==> src/pwm_timebase_pkg.sv <==
// Package: register map, field layout and types of the PWM time base unit
//
// Contract
// - Period equals (limit+1) x 4 x prescale clocks
// - Past limit match: clear timer, set pin
// - Zero duty never sets pin at boundary
// - Boundary copies upper duty into buffer register
// - Postscaler never affects output frequency
// - Duty is upper byte plus control bits 5:4
// - Duty writes anytime, applied at next boundary; the code drops duty writes made while sleep_req is high
// - Buffer register read-only in modulation mode
// - High time equals duty x prescale clocks
// - Buffer and hidden 2-bit latch load together
// - Time base: timer plus phase/prescaler bits
// - Pin cleared when time base equals duty
// - Duty beyond period keeps pin high
// - Select field picks one of three timers
// - Eight-bit timer and limit set the period
// - Prescale ratios 1, 4 and 16
// - Resolution log2(4(limit+1)), ten bits maximum
// - Sleep freezes timer, state and pin level
// - Wake resumes from held timer value
// - Zero control register releases the pin
// - Reset restores defaults, pin becomes input
package pwm_timebase_pkg;

  localparam int ADDR_W = 6;
  localparam int DATA_W = 8;
  localparam int NUM_TIMERS = 3;

  // Register offsets
  localparam logic [ADDR_W-1:0] OFS_CHANNEL_CONTROL = 6'h00;
  localparam logic [ADDR_W-1:0] OFS_DUTY_UPPER_WRITE = 6'h01;
  localparam logic [ADDR_W-1:0] OFS_DUTY_ACTIVE_BUFFER = 6'h02;
  localparam logic [ADDR_W-1:0] OFS_TIMEBASE_SELECT = 6'h03;
  localparam logic [ADDR_W-1:0] OFS_PERIPHERAL_FLAG = 6'h04;
  localparam logic [ADDR_W-1:0] OFS_PIN_DIRECTION = 6'h05;
  // Timer n: base + n x stride, then count, limit and control
  localparam logic [ADDR_W-1:0] OFS_TIMER_BASE = 6'h08;
  localparam logic [ADDR_W-1:0] OFS_TIMER_STRIDE = 6'h04;
  localparam logic [ADDR_W-1:0] OFS_TIMER_COUNT = 6'h00;
  localparam logic [ADDR_W-1:0] OFS_TIMER_LIMIT = 6'h01;
  localparam logic [ADDR_W-1:0] OFS_TIMER_CONTROL = 6'h02;

  // Channel control fields
  localparam int CTL_DUTY_LOW_LSB = 4;
  localparam int CTL_MODE_LSB = 0;
  localparam logic [1:0] MODE_PWM_TOP = 2'h3;

  // Reset values
  localparam logic [DATA_W-1:0] RST_CHANNEL_CONTROL = 8'h00;
  localparam logic [DATA_W-1:0] RST_BYTE = 8'h00;
  localparam logic [DATA_W-1:0] RST_LIMIT = 8'hFF;
  localparam logic RST_PIN_DIRECTION = 1'h1;

  // Timer prescale encodings
  localparam logic [1:0] PS_DIV1 = 2'h0;
  localparam logic [1:0] PS_DIV4 = 2'h1;
  localparam logic [5:0] PS_LAST_DIV1 = 6'h03;
  localparam logic [5:0] PS_LAST_DIV4 = 6'h0F;
  localparam logic [5:0] PS_LAST_DIV16 = 6'h3F;

  typedef struct packed {
    logic reserved;
    logic [3:0] postscale;
    logic run;
    logic [1:0] prescale;
  } timer_ctrl_t;

  typedef struct packed {
    logic [7:0] upper;
    logic [1:0] low;
  } duty_t;

  // Last prescaler count of one timer step: 4 clocks times the ratio
  function automatic logic [5:0] prescale_last(input logic [1:0] ps);
    case (ps)
      PS_DIV1: prescale_last = PS_LAST_DIV1;
      PS_DIV4: prescale_last = PS_LAST_DIV4;
      default: prescale_last = PS_LAST_DIV16;
    endcase
  endfunction : prescale_last

  // Two fine time base bits: clock phase at 1:1, else prescaler top bits
  function automatic logic [1:0] fine_bits(input logic [5:0] cnt,
                                           input logic [1:0] ps);
    case (ps)
      PS_DIV1: fine_bits = cnt[1:0];
      PS_DIV4: fine_bits = cnt[3:2];
      default: fine_bits = cnt[5:4];
    endcase
  endfunction : fine_bits

  function automatic logic pwm_mode(input logic [DATA_W-1:0] ctl);
    pwm_mode = (ctl[CTL_MODE_LSB+3 -: 2] == MODE_PWM_TOP);
  endfunction : pwm_mode

endpackage : pwm_timebase_pkg

==> src/standard_pwm_timebase_unit.sv <==
// Standard PWM channel with three selectable period timers
//
// Added by the designer: the plain strobed port and the placing of the registers.
`timescale 1ns/1ps
`default_nettype none
module standard_pwm_timebase_unit (
  input wire logic clk_sys, // System clock, 50 MHz
  input wire logic srst, // Synchronous reset, active high
  input wire logic sleep_req, // High while the device sleeps
  input wire logic [5:0] reg_addr, // Register address
  input wire logic [7:0] reg_wdata, // Register write data
  input wire logic reg_wr, // Write strobe
  input wire logic reg_rd, // Read strobe
  output logic [7:0] reg_rdata, // Read data, cycle after the strobe
  output logic modulated_output_pin, // Pin output level
  output logic modulated_output_pin_oe // Pin output enable
);

  localparam int NT = pwm_timebase_pkg::NUM_TIMERS;

  logic [7:0] channel_control_reg;
  logic [7:0] duty_upper_write_reg;
  logic [7:0] duty_active_buffer_reg;
  logic [1:0] duty_low_latch_reg;
  logic [1:0] timebase_select_field;
  logic [NT-1:0] timer_match_flag;
  logic pin_direction_bit;
  logic [7:0] period_limit_reg [NT];
  pwm_timebase_pkg::timer_ctrl_t timer_control_reg [NT];
  logic [7:0] rdata_reg;
  logic pin_reg;
  logic pin_oe_reg;

  logic [7:0] period_timer_count [NT];
  logic [1:0] timer_fine [NT];
  logic [NT-1:0] timer_wrap;
  logic [NT-1:0] cnt_wr;
  logic wr_ok;
  logic pwm_on;
  logic sel_wrap;
  logic [9:0] time_base;
  pwm_timebase_pkg::duty_t duty_written;
  pwm_timebase_pkg::duty_t duty_active;
  logic wrap_seen_reg;
  logic ctl_we;
  logic duty_we;
  logic buf_we;
  logic sel_we;
  logic flag_we;
  logic dir_we;
  logic [NT-1:0] lim_we;
  logic [NT-1:0] tctl_we;
  logic [7:0] rd_value;

  function automatic logic hit(input logic [5:0] addr, input int idx,
                               input logic [5:0] ofs);
    logic [5:0] base;
    base = pwm_timebase_pkg::OFS_TIMER_BASE +
           6'(idx) * pwm_timebase_pkg::OFS_TIMER_STRIDE;
    hit = (addr == base + ofs);
  endfunction : hit

  // One register strobe; a write in sleep never reaches any register
  function automatic logic wr_at(input logic en, input logic [5:0] addr,
                                 input logic [5:0] ofs);
    wr_at = en && (addr == ofs);
  endfunction : wr_at

  // Sleep freezes software writes too, so only the read data move while asleep
  assign wr_ok = reg_wr && !sleep_req;
  assign pwm_on = pwm_timebase_pkg::pwm_mode(channel_control_reg);

  ////////////////////////////////////////////////////////////////////////
  // Write decode of the channel registers

  assign ctl_we = wr_at(wr_ok, reg_addr,
                        pwm_timebase_pkg::OFS_CHANNEL_CONTROL);
  assign duty_we = wr_at(wr_ok, reg_addr,
                         pwm_timebase_pkg::OFS_DUTY_UPPER_WRITE);
  assign buf_we = wr_at(wr_ok, reg_addr,
                        pwm_timebase_pkg::OFS_DUTY_ACTIVE_BUFFER);
  assign sel_we = wr_at(wr_ok, reg_addr,
                        pwm_timebase_pkg::OFS_TIMEBASE_SELECT);
  assign flag_we = wr_at(wr_ok, reg_addr,
                         pwm_timebase_pkg::OFS_PERIPHERAL_FLAG);
  assign dir_we = wr_at(wr_ok, reg_addr,
                        pwm_timebase_pkg::OFS_PIN_DIRECTION);

  ////////////////////////////////////////////////////////////////////////
  // Timers

  generate
    for (genvar i = 0; i < NT; i++)
    begin : g_timer
      assign cnt_wr[i] = wr_ok &&
                         hit(reg_addr, i, pwm_timebase_pkg::OFS_TIMER_COUNT);

      period_timer u_timer (
        .clk_sys(clk_sys),
        .srst(srst),
        .ctrl(timer_control_reg[i]),
        .limit(period_limit_reg[i]),
        .freeze(sleep_req),
        .cnt_wr(cnt_wr[i]),
        .cnt_wdata(reg_wdata),
        .count(period_timer_count[i]),
        .fine(timer_fine[i]),
        .wrap(timer_wrap[i])
      );

      assign lim_we[i] =
        wr_ok && hit(reg_addr, i, pwm_timebase_pkg::OFS_TIMER_LIMIT);
      assign tctl_we[i] =
        wr_ok && hit(reg_addr, i, pwm_timebase_pkg::OFS_TIMER_CONTROL);

      always_ff @(posedge clk_sys)
      begin
        if (srst)
          period_limit_reg[i] <= pwm_timebase_pkg::RST_LIMIT;
        else if (lim_we[i])
          period_limit_reg[i] <= reg_wdata;
      end

      always_ff @(posedge clk_sys)
      begin
        if (srst)
          timer_control_reg[i] <= pwm_timebase_pkg::RST_BYTE;
        else if (tctl_we[i])
          timer_control_reg[i] <= {1'b0, reg_wdata[6:0]};
      end

      // Set beats a same-cycle clear
      always_ff @(posedge clk_sys)
      begin
        if (srst)
          timer_match_flag[i] <= 1'b0;
        else if (timer_wrap[i])
          timer_match_flag[i] <= 1'b1;
        else if (flag_we && !reg_wdata[i])
          timer_match_flag[i] <= 1'b0;
      end
    end
  endgenerate

  ////////////////////////////////////////////////////////////////////////
  // Time base selection; code 3 selects no timer

  always_comb
  begin
    sel_wrap = 1'b0;
    time_base = 10'h000;
    for (int i = 0; i < NT; i++)
    begin
      if (timebase_select_field == 2'(i))
      begin
        sel_wrap = timer_wrap[i];
        time_base = {period_timer_count[i], timer_fine[i]};
      end
    end
  end

  ////////////////////////////////////////////////////////////////////////
  // Channel registers

  always_ff @(posedge clk_sys)
  begin
    if (srst)
      channel_control_reg <= pwm_timebase_pkg::RST_CHANNEL_CONTROL;
    else if (ctl_we)
      channel_control_reg <= reg_wdata;
  end

  always_ff @(posedge clk_sys)
  begin
    if (srst)
      duty_upper_write_reg <= pwm_timebase_pkg::RST_BYTE;
    else if (duty_we)
      duty_upper_write_reg <= reg_wdata;
  end

  always_ff @(posedge clk_sys)
  begin
    if (srst)
      timebase_select_field <= 2'h0;
    else if (sel_we)
      timebase_select_field <= reg_wdata[1:0];
  end

  always_ff @(posedge clk_sys)
  begin
    if (srst)
      pin_direction_bit <= pwm_timebase_pkg::RST_PIN_DIRECTION;
    else if (dir_we)
      pin_direction_bit <= reg_wdata[0];
  end

  assign duty_written.upper = duty_upper_write_reg;
  assign duty_written.low =
    channel_control_reg[pwm_timebase_pkg::CTL_DUTY_LOW_LSB +: 2];
  assign duty_active.upper = duty_active_buffer_reg;
  assign duty_active.low = duty_low_latch_reg;

  ////////////////////////////////////////////////////////////////////////
  // Double buffer: both parts load at the period boundary in pwm mode; outside pwm mode software writes the buffer

  always_ff @(posedge clk_sys)
  begin
    if (srst)
    begin
      duty_active_buffer_reg <= pwm_timebase_pkg::RST_BYTE;
      duty_low_latch_reg <= 2'h0;
    end
    else if (pwm_on && sel_wrap)
    begin
      duty_active_buffer_reg <= duty_written.upper;
      duty_low_latch_reg <= duty_written.low;
    end
    else if (!pwm_on && buf_we)
      duty_active_buffer_reg <= reg_wdata;
  end

  ////////////////////////////////////////////////////////////////////////
  // Pin: set at boundary, cleared on duty match; held while asleep

  // The pin is set one clock after the wrap, once the buffer holds the
  // new duty; the compare also lags one clock, so the high time is exact
  always_ff @(posedge clk_sys)
  begin
    if (srst)
      wrap_seen_reg <= 1'b0;
    else if (!sleep_req)
      wrap_seen_reg <= pwm_on && sel_wrap;
  end

  always_ff @(posedge clk_sys)
  begin
    if (srst)
      pin_reg <= 1'b0;
    else if (sleep_req)
      pin_reg <= pin_reg;
    else if (!pwm_on)
      pin_reg <= 1'b0;
    else if (wrap_seen_reg)
      pin_reg <= (duty_active != 10'h000);
    else if (time_base == duty_active)
      pin_reg <= 1'b0;
  end

  // A zero control register leaves pwm mode and hands the pin back
  always_ff @(posedge clk_sys)
  begin
    if (srst)
      pin_oe_reg <= 1'b0;
    else if (!sleep_req)
      pin_oe_reg <= pwm_on && !pin_direction_bit;
  end

  ////////////////////////////////////////////////////////////////////////
  // Read port: data stand one cycle after the strobe, else zero

  always_comb
  begin
    rd_value = 8'h00;
    case (reg_addr)
      pwm_timebase_pkg::OFS_CHANNEL_CONTROL:
        rd_value = channel_control_reg;
      pwm_timebase_pkg::OFS_DUTY_UPPER_WRITE:
        rd_value = duty_upper_write_reg;
      pwm_timebase_pkg::OFS_DUTY_ACTIVE_BUFFER:
        rd_value = duty_active_buffer_reg;
      pwm_timebase_pkg::OFS_TIMEBASE_SELECT:
        rd_value = {6'h00, timebase_select_field};
      pwm_timebase_pkg::OFS_PERIPHERAL_FLAG:
        rd_value = {5'h00, timer_match_flag};
      pwm_timebase_pkg::OFS_PIN_DIRECTION:
        rd_value = {7'h00, pin_direction_bit};
      default:
      begin
        for (int i = 0; i < NT; i++)
        begin
          if (hit(reg_addr, i, pwm_timebase_pkg::OFS_TIMER_COUNT))
            rd_value = period_timer_count[i];
          if (hit(reg_addr, i, pwm_timebase_pkg::OFS_TIMER_LIMIT))
            rd_value = period_limit_reg[i];
          if (hit(reg_addr, i, pwm_timebase_pkg::OFS_TIMER_CONTROL))
            rd_value = timer_control_reg[i];
        end
      end
    endcase
  end

  // Registered so the data stand exactly one cycle after the strobe
  always_ff @(posedge clk_sys)
  begin
    if (srst || !reg_rd)
      rdata_reg <= 8'h00;
    else
      rdata_reg <= rd_value;
  end

  assign reg_rdata = rdata_reg;
  assign modulated_output_pin = pin_reg;
  assign modulated_output_pin_oe = pin_oe_reg;

endmodule : standard_pwm_timebase_unit
`default_nettype wire

==> src/period_timer.sv <==
// Eight-bit period timer with prescaler producing a ten-bit time base
`timescale 1ns/1ps
`default_nettype none
module period_timer (
  input wire logic clk_sys, // System clock
  input wire logic srst, // Synchronous reset, active high
  input wire pwm_timebase_pkg::timer_ctrl_t ctrl, // Run and prescale
  input wire logic [7:0] limit, // Period limit value
  input wire logic freeze, // Sleep: hold all state
  input wire logic cnt_wr, // Software write of the count
  input wire logic [7:0] cnt_wdata, // Count write data
  output logic [7:0] count, // Timer count
  output logic [1:0] fine, // Two low time base bits
  output logic wrap // Match-and-clear pulse
);

  logic [5:0] ps_reg;
  logic [7:0] count_reg;
  logic tick;

  ////////////////////////////////////////////////////////////////////////
  // Prescaler: postscale field is never looked at here

  assign tick = ctrl.run && !freeze &&
                (ps_reg == pwm_timebase_pkg::prescale_last(ctrl.prescale));

  always_ff @(posedge clk_sys)
  begin
    if (srst)
      ps_reg <= 6'h00;
    else if (cnt_wr)
      ps_reg <= 6'h00;
    else if (tick)
      ps_reg <= 6'h00;
    else if (ctrl.run && !freeze)
      ps_reg <= ps_reg + 6'h01;
  end

  ////////////////////////////////////////////////////////////////////////
  // Count: wraps on the step after equal to limit

  always_ff @(posedge clk_sys)
  begin
    if (srst)
      count_reg <= 8'h00;
    else if (cnt_wr)
      count_reg <= cnt_wdata;
    else if (tick)
    begin
      if (count_reg == limit)
        count_reg <= 8'h00;
      else
        count_reg <= count_reg + 8'h01;
    end
  end

  assign wrap = tick && (count_reg == limit);
  assign count = count_reg;
  assign fine = pwm_timebase_pkg::fine_bits(ps_reg, ctrl.prescale);

endmodule : period_timer
`default_nettype wire

==> config.mk <==
export PLATFORM = sky130hd
export DESIGN_NAME = standard_pwm_timebase_unit
export DESIGN_NICKNAME = d
export VERILOG_FILES = /design/src/pwm_timebase_pkg.sv /design/src/standard_pwm_timebase_unit.sv /design/src/period_timer.sv
export SDC_FILE = /design/constraint.sdc
export NUM_CORES = 1
export LEC_CHECK = 0
export BUFFER_PORTS_ARGS = -buffer_cell sky130_fd_sc_hd__buf_4
export CAP_MARGIN = 20
export CORE_UTILIZATION = 55
export CTS_CLUSTER_SIZE = 14
export DETAILED_ROUTE_END_ITERATION = 6
export PLACE_DENSITY_LB_ADDON = 0.2
export RECOVER_POWER = 100
export SETUP_SLACK_MARGIN = 0.02
export SYNTH_ARGS = -nofsm -noshare
export SYNTH_HDL_FRONTEND = slang
export SYNTH_HIERARCHICAL = 1
export SYNTH_SLANG_ARGS = --single-unit
==> constraint.sdc <==
create_clock -name clk_sys -period 3.2 [get_ports clk_sys]
set_clock_uncertainty 0.05 [all_clocks]
set_input_delay 0.64 -clock clk_sys [delete_from_list [all_inputs] [get_ports clk_sys]]
set_output_delay 0.64 -clock clk_sys [all_outputs]
set_load 0.02 [all_outputs]
==> results of run 1 <==
[worst max-delay path by stage]
stage,cells after the start,endpoint,from,slack (ps)
4_1_cts,10,wrap_seen_reg,timer_control_reg[0][0],260
3_5_place_dp,11,wrap_seen_reg,sleep_req,120
3_3_place_gp,11,wrap_seen_reg,sleep_req,200
5_1_grt,10,wrap_seen_reg,timer_control_reg[0][0],30
2_1_floorplan,11,g_timer[0].u_timer/count[5],reg_addr[2],310
6_report,10,wrap_seen_reg,timer_control_reg[0][0],220
[tightest hold or removal path: stages, from the launching register on]
cell                      delay, ps
sky130_fd_sc_hd__dfxtp_1        310
sky130_fd_sc_hd__nand2_1         50
sky130_fd_sc_hd__a21oi_1         60
[report_power, final]
| group | internal (mW) | total [mW] | switching (mW) |
|---|---|---|---|
| Sequential | 1.75 | 1.79 | 0.0398 |
| Clock | 1.22 | 1.94 | 0.716 |
| Combinational | 0.0878 | 0.267 | 0.179 |
| Total | 3.05 | 3.99 | 0.935 |
[per-stage QoR]
stage,hold slack [ps],utilization (%),cell area [µm²],setup slack (ps)
2_1_floorplan,383,-,7650,314
3_3_place_gp,413,61.0,8170,199
3_5_place_dp,408,61.0,8170,125
4_1_cts,416,65.4,8760,263
5_1_grt,437,64.3,8610,31.9
6_report,415,64.3,8610,217
[routing by layer]
| metal | share of wire [%] | track usage [%] | vias to the layer above | wire (µm) |
|---|---|---|---|---|
| li1 | - | - | 3116 | - |
| met1 | 40 | 44.3 | 3316 | 9810 |
| met2 | 46 | 54.3 | 364 | 11200 |
| met3 | 8.6 | 9.36 | 75 | 2080 |
| met4 | 4.9 | 21.0 | 0 | 1200 |
| met5 | 0 | 0 | - | 0 |
[final cells by class]
class	count	share of cell area, %
clock buffers	21	5.59
clock inverters	10	1.22
inverters	8	0.349
multi-input cells	647	49.7
flip-flops and latches	130	35.5
well taps	176	2.56
repair buffers	69	5.11
==> results.md, run 1 <==
Run status:
- The run finished with clean final reports.

Job:
- Across the run, the number of max-cap violations was 0.

Final layout:
- The proportion of layout cells with a drive suffix above 1 is 14.4%.
- The most common cell after layout, fill and taps aside is sky130_fd_sc_hd__nand2_1.
- Across the whole layout, storage elements account for 0.00305 mm².
- The multi-input combinational cells in the finished layout cover a total of 0.00428 mm².
- Counting the fill cells in the layout gives around 1100.
- 0 antenna diodes ended up in the layout.
- The area growth from synthesis to layout is 12.6%.
- The post-layout net count is 898.
- The finished layout holds 1061 standard cells, fillers aside.
- The top cell types in the final layout, fill and taps aside, are sky130_fd_sc_hd__nand2_1 (86), sky130_fd_sc_hd__dfxtp_1 (85), sky130_fd_sc_hd__nor2_1 (69), sky130_fd_sc_hd__a21oi_1 (66), sky130_fd_sc_hd__mux2i_1 (51).

Worst setup path:
- The endpoint of the most critical register-to-register path is wrap_seen_reg.
- The startpoint kind of the worst setup timing path is a flip-flop.
- Among all stages on the critical path, the largest delay is contributed by sky130_fd_sc_hd__edfxtp_1.
- The worst path required time is 3510 ps.
- Along the worst path, the maximum fanout reaches 11.
- The startpoint identified for the worst register-to-register timing path is timer_control_reg[0][0].
- The critical path goes through or3_4, a2111oi_4, o21bai_2, nor2_1, mux2i_1, o2bb2ai_1, and2_1, buf_4, nand2b_1, a21oi_1.
- The critical setup path kind is flip-flop to flip-flop.
- The arrival time of the worst setup path is 3290 ps.
- The cell depth of the worst flop-to-flop path is 10.
- The worst register-to-register path has a setup slack of 220 ps.
- The largest incremental delay on the critical path is roughly 480 ps.
- On the critical path the largest part of the delay comes from simple AND/OR/NAND/NOR gates.
- STA classifies the critical path endpoint as a flip-flop.
- Counting both buffers and inverters, the worst setup path holds a total of 1.

Power:
- The peak ir drop on the vdd network is 343 µV.
- The power after layout is 3.99 mW.
- The power per unit of standard cell area is 463 mW/mm².
- The leakage dissipation is 2.97 nW.

Die:
- The die covers 0.0144 mm².
- From left edge to right edge, the die measures 120 µm.
- The y dimension of the die is 120 µm.
- In this run the standard cell core region covers 0.0134 mm².
- The floorplan row count is between 40 and 50.
- The number of I/O pins is 29.
- For this configuration, the core starts out at a cell density of 57.1%.

Logic synthesis:
- Averaged over all synthesized cells, the footprint is slightly above 9 µm².
- The Yosys step of the flow raised 6 warnings.
- Synthesis produced a netlist with a net count of around 860.
- The post-synthesis instance total is 833.
- The post-synthesis instance area is roughly 0.0076 mm².

STA:
- For the pin with the worst max-slew slack, the measured transition is approximately 890 ps.
- The maximum clock frequency is 335 MHz.
- In the finished design, the share of the clock period the worst path needs comes to 93.2%.
- The post-route minimum period is about 3000 ps.
- Setup violations remaining at the end of the flow were counted as 0.
- After routing, the total negative slack on setup checks comes to 0 ps.
- The number of failing hold endpoints at the final stage is 0.
- Setup repair after global routing left no endpoint under its margin.
- The worst pin sits at a relative slew slack of 40.7%.
- The number of max-slew violations in the final report is 0.

Clocking:
- Post-CTS repair changed the size of 0 cells.
- The tree built by TritonCTS fans out to 130 sinks.
- The number of setup buffers added after CTS is 0.
- The number of hold buffers added after CTS is 0.
- The clock root buffer master is sky130_fd_sc_hd__clkbuf_16.
- In this run the deepest clock path goes through 2 buffers.
- For the worst-skew pair, the clock arrives at the later sink with an insertion delay of between 400 and 500 ps.
- After clock tree synthesis, the clock-pin slew on the worst setup and hold paths is 60 ps.
- TritonCTS built the clock tree.
- The number of buffers created by CTS is 17.
- CTS built an H-tree with a depth of 4.

Route:
- After the first detailed-routing iteration, the DRC count stood at 821.
- The first TritonRoute pass finished after 5 iterations.
- The total wire length is 24300 µm.
- After detailed routing, the number of vias per cell comes to 6.48.
- The number of antenna-violating nets in the routed design is 0.
- Detailed routing inserted a total of 6871 vias.
- In the routed design, unresolved DRC markers number 0.
- In the final routed layout, each cell accounts on average for 22.9 µm.

Hold path:
- Counting instances, the worst hold path has a depth of 2.
- The worst hold path terminates at channel_control_reg[6].
- The worst hold path class is flip-flop to flip-flop.
- The critical hold path startpoint is channel_control_reg[6].

Global route:
- The combined global-route utilization of all metal layers is about a third.
- The total overflow reported by the global router is 0.
- The number of antenna violations at the first check in global routing was 0.
- The first global-routing pass estimated 37700 µm of wire.
- The via count of the first global-routing pass is around 6700.
- Entering global routing, the biggest net connects 40 pins.

Place:
- During placement, the flow inserted port buffers numbering 28.
- The last weighted congestion value of the routability-driven placer is 1.06.
- The number of instances in the placed design is approximately 1000.
- The detailed placement HPWL is 17200 µm.
No activity file was read; power rests on OpenSTA's default activity.
==> run 2: changes to the inputs <==
--- a/config.mk
+++ b/config.mk
@@ -10,7 +10,7 @@
 export CORE_UTILIZATION = 55
 export CTS_CLUSTER_SIZE = 14
 export DETAILED_ROUTE_END_ITERATION = 6
-export PLACE_DENSITY_LB_ADDON = 0.2
+export PLACE_DENSITY = 0.82
 export RECOVER_POWER = 100
 export SETUP_SLACK_MARGIN = 0.02
 export SYNTH_ARGS = -nofsm -noshare
==> run 2 against run 1 <==
  * Register-to-register slack improved by 90 ps
  * Final cell count about the same
  * Clock power about the same
  * Critical path depth decreased by 2
  * Fmax increased by 2.2%
  * Critical path type is now input port to flip-flop
  * Highest routed layer unchanged
==> results.md, run 2 (same netlist as run 1, synthesis figures left out) <==
Power:
- The internal power of the cells totals between 3 and 4 mW.
- The proportion of total power due to net switching is 24.4%.
- The clock network accounts for about 49% of the total power.
- For this design the ratio of total power to cell area is 461 mW/mm².
- The peak ir drop on the vdd network is 444 µV.
- Summed over all nets, the switching power comes to roughly 0.97 mW.
- For this design the static power due to leakage is between 2 and 3 nW.
- The proportion of power drawn by flip-flops and latches is about 45%.
- The share of total power dissipated in combinational logic is 6.7%.

Global route:
- The maximum number of pins on one net before global-route repair is 27.
- For this run, the total global-route usage over all layers was measured as between 30% and 40%.
- The via count of the first global-routing pass was ~6600.
- The first global-routing pass estimated 36100 µm of wire.
- For this run the aggregate overflow at the end of global routing stands at 0.
- The number of antenna violations at the first check in global routing came to 0.

Final layout:
- Registers take 0.00305 mm².
- The number of fill cells is 1110.
- The final standard cell count with taps included and fillers excluded is approximately 1100.
- At the end of the flow, the number of nets in the layout was between 800 and 900.
- The post-route netlist has 15.3% of its cells at a drive strength greater than 1.
- The library cell used most frequently in the layout, excluding fill and tap cells, is sky130_fd_sc_hd__nand2_1.
- In the layout the commonest cells are sky130_fd_sc_hd__nand2_1 (86), sky130_fd_sc_hd__dfxtp_1 (85), sky130_fd_sc_hd__nor2_1 (68), sky130_fd_sc_hd__a21oi_1 (65), sky130_fd_sc_hd__mux2i_1 (51).
- The number of antenna diodes in the final layout is 0.
- Compared with the post-synthesis result, the final layout area differs by 13.1%.
- In the final layout, the multi-input gates occupy 0.00433 mm².

Job:
- The count of max-cap constraint violations is 0.

Clocking:
- TritonCTS built the clock tree.
- The longest clock path from root to sink contains 2 buffers.
- TritonCTS created 17 clock buffers.
- For the worst-skew pair, the clock arrives at the later sink with an insertion delay of 430 ps.
- The number of clock sinks is 130.
- The number of H-tree levels is 4.
- The root buffer cell chosen for the clock tree is sky130_fd_sc_hd__clkbuf_16.
- After clock tree synthesis, the clock-pin slew on the worst setup and hold paths is about 60 ps.

Route:
- After detailed routing, the average wire length per cell comes to 21.9 µm.
- The first detailed-routing pass ran for 6 iterations.
- The residual DRC count is 0.
- The number of antenna-violating nets in the routed design is 0.
- Wires add up to between 20000 and 25000 µm.
- Using the TritonRoute via totals, the vias-per-cell ratio works out to approximately 6.5.
- The number of violations reported at the end of detailed-routing iteration 0 is between 800 and 900.
- The count of vias placed by the detailed router is 6879.

Worst setup path:
- The worst path required time is 3480 ps.
- The capturing element type of the critical path is a flip-flop.
- The maximum net fanout on the critical path is 9.
- The signal on the critical path passes through clkbuf_1, clkbuf_1, nand2b_1, clkbuf_1, nor4_1, clkbuf_2, mux2i_1, a211oi_1.
- The worst setup path is of the input port to flip-flop kind.
- For this design, the slowest cell found on the critical path is sky130_fd_sc_hd__nor4_1.
- In this run the register-to-register setup slack is 310 ps.
- At the worst endpoint, the arrival time is about 3200 ps.
- The startpoint kind of the worst setup timing path is an input port.
- The most numerous cell on the critical path is sky130_fd_sc_hd__clkbuf_1.
- The largest incremental delay on the critical path is 530 ps.

Run status:
- The run finished with clean final reports.

Die:
- The number of I/O pins is 29.
- The die outline area is around 0.014 mm².
- The initial standard-cell utilization of the core is 57.1%.
- The core region is 0.0134 mm².
- From left edge to right edge, the die measures 120 µm.
- The floorplan row count is 42.
- The die is 120 µm tall.

Place:
- At the end of routability-driven placement, the weighted congestion stood at 1.03.
- The number of instances in the placed design is 1028.
- In this run the tool buffered the top-level ports with 28 buffer cells.
- Summed over all nets, the half-perimeter wirelength after detailed placement is between 15000 and 20000 µm.
- The worst setup slack before clock tree synthesis is 209 ps.

STA:
- The slew at the pin closest to its max-slew limit is 817 ps.
- Measured against its own limit, the worst slew margin works out to 45.1%.
- The final period utilization is 91.2%.
- The number of setup violations in the final report is 0.
- The final critical-path setup slack is 282 ps.
- The number of failing hold endpoints at the final stage is 0.
- Setup repair after global routing left no endpoint under its margin.
- The maximum clock frequency is ~340 MHz.
- The sum of negative setup slack is 0 ps.
- The post-route minimum period is 2920 ps.
- The number of max-slew violations in the final report was 0.

Hold path:
- The worst hold path class is flip-flop to flip-flop.
run 2: final timing paths:
path / startpoint / endpoint / cells after the start
setup / recovery: sleep_req / g_timer[1].u_timer/count[5] / 8
hold reg to reg: channel_control_reg[0] / channel_control_reg[0] / 2
setup reg to reg: timer_control_reg[2][0] / duty_low_latch_reg[1] / 9
hold / removal: channel_control_reg[0] / channel_control_reg[0] / 2
run 2: worst max-delay path: cells and delay by family:
kind            cells  cell delay, ps
simple gates        2             970
mux                 1             130
compound gates      1             280
buf+inv             4            1170
run 2: through the flow:
| stage | power [mW] | hold WS, ps | util, % | instance area (µm²) |
|---|---|---|---|---|
| after floorplan | 1.97 | 383 | - | 7650 |
| after global placement | 2.08 | 399 | 60.9 | 8160 |
| after detailed placement | 2.08 | 406 | 60.9 | 8160 |
| after CTS | 3.99 | 414 | 65.3 | 8750 |
| after global routing | 4.09 | 425 | 64.5 | 8650 |
| final | 3.99 | 415 | 64.5 | 8650 |
run 2: per-layer routing:
metal  part of all wire [%]  vias to the layer above  wire length [µm]  GRT usage [%]
met1                     39                     3205              9000           43.3
met4                    4.7                        0              1090           17.9
met5                      0                        -                 0              0
met3                     13                       96              2920           10.8
met2                     44                      470             10200           49.2
li1                       -                     3108                 -              -
run 2: final cells by class:
type / count / area share [%]
clock buffers: 21 / 5.70
clock inverters: 11 / 1.14
inverters: 8 / 0.347
multi-input cells: 647 / 50.0
flip-flops and latches: 130 / 35.3
well taps: 176 / 2.55
repair buffers: 67 / 4.96
run 2: timing repair:
item | CTS | global route
hold buffers | 0 | 0
setup buffers | 0 | 0
gates resized for setup | 0 | 1
endpoints found under the setup margin | 0 | 6
run 2: power by group through the flow:
stage / clock (mW) / sequential (mW) / combinational (mW)
finish: 1.93 / 1.79 / 0.267
global route: 2.02 / 1.79 / 0.281
CTS: 1.94 / 1.79 / 0.264
detailed placement: 0 / 1.82 / 0.263
global placement: 0 / 1.82 / 0.258
floorplan: 0 / 1.81 / 0.158
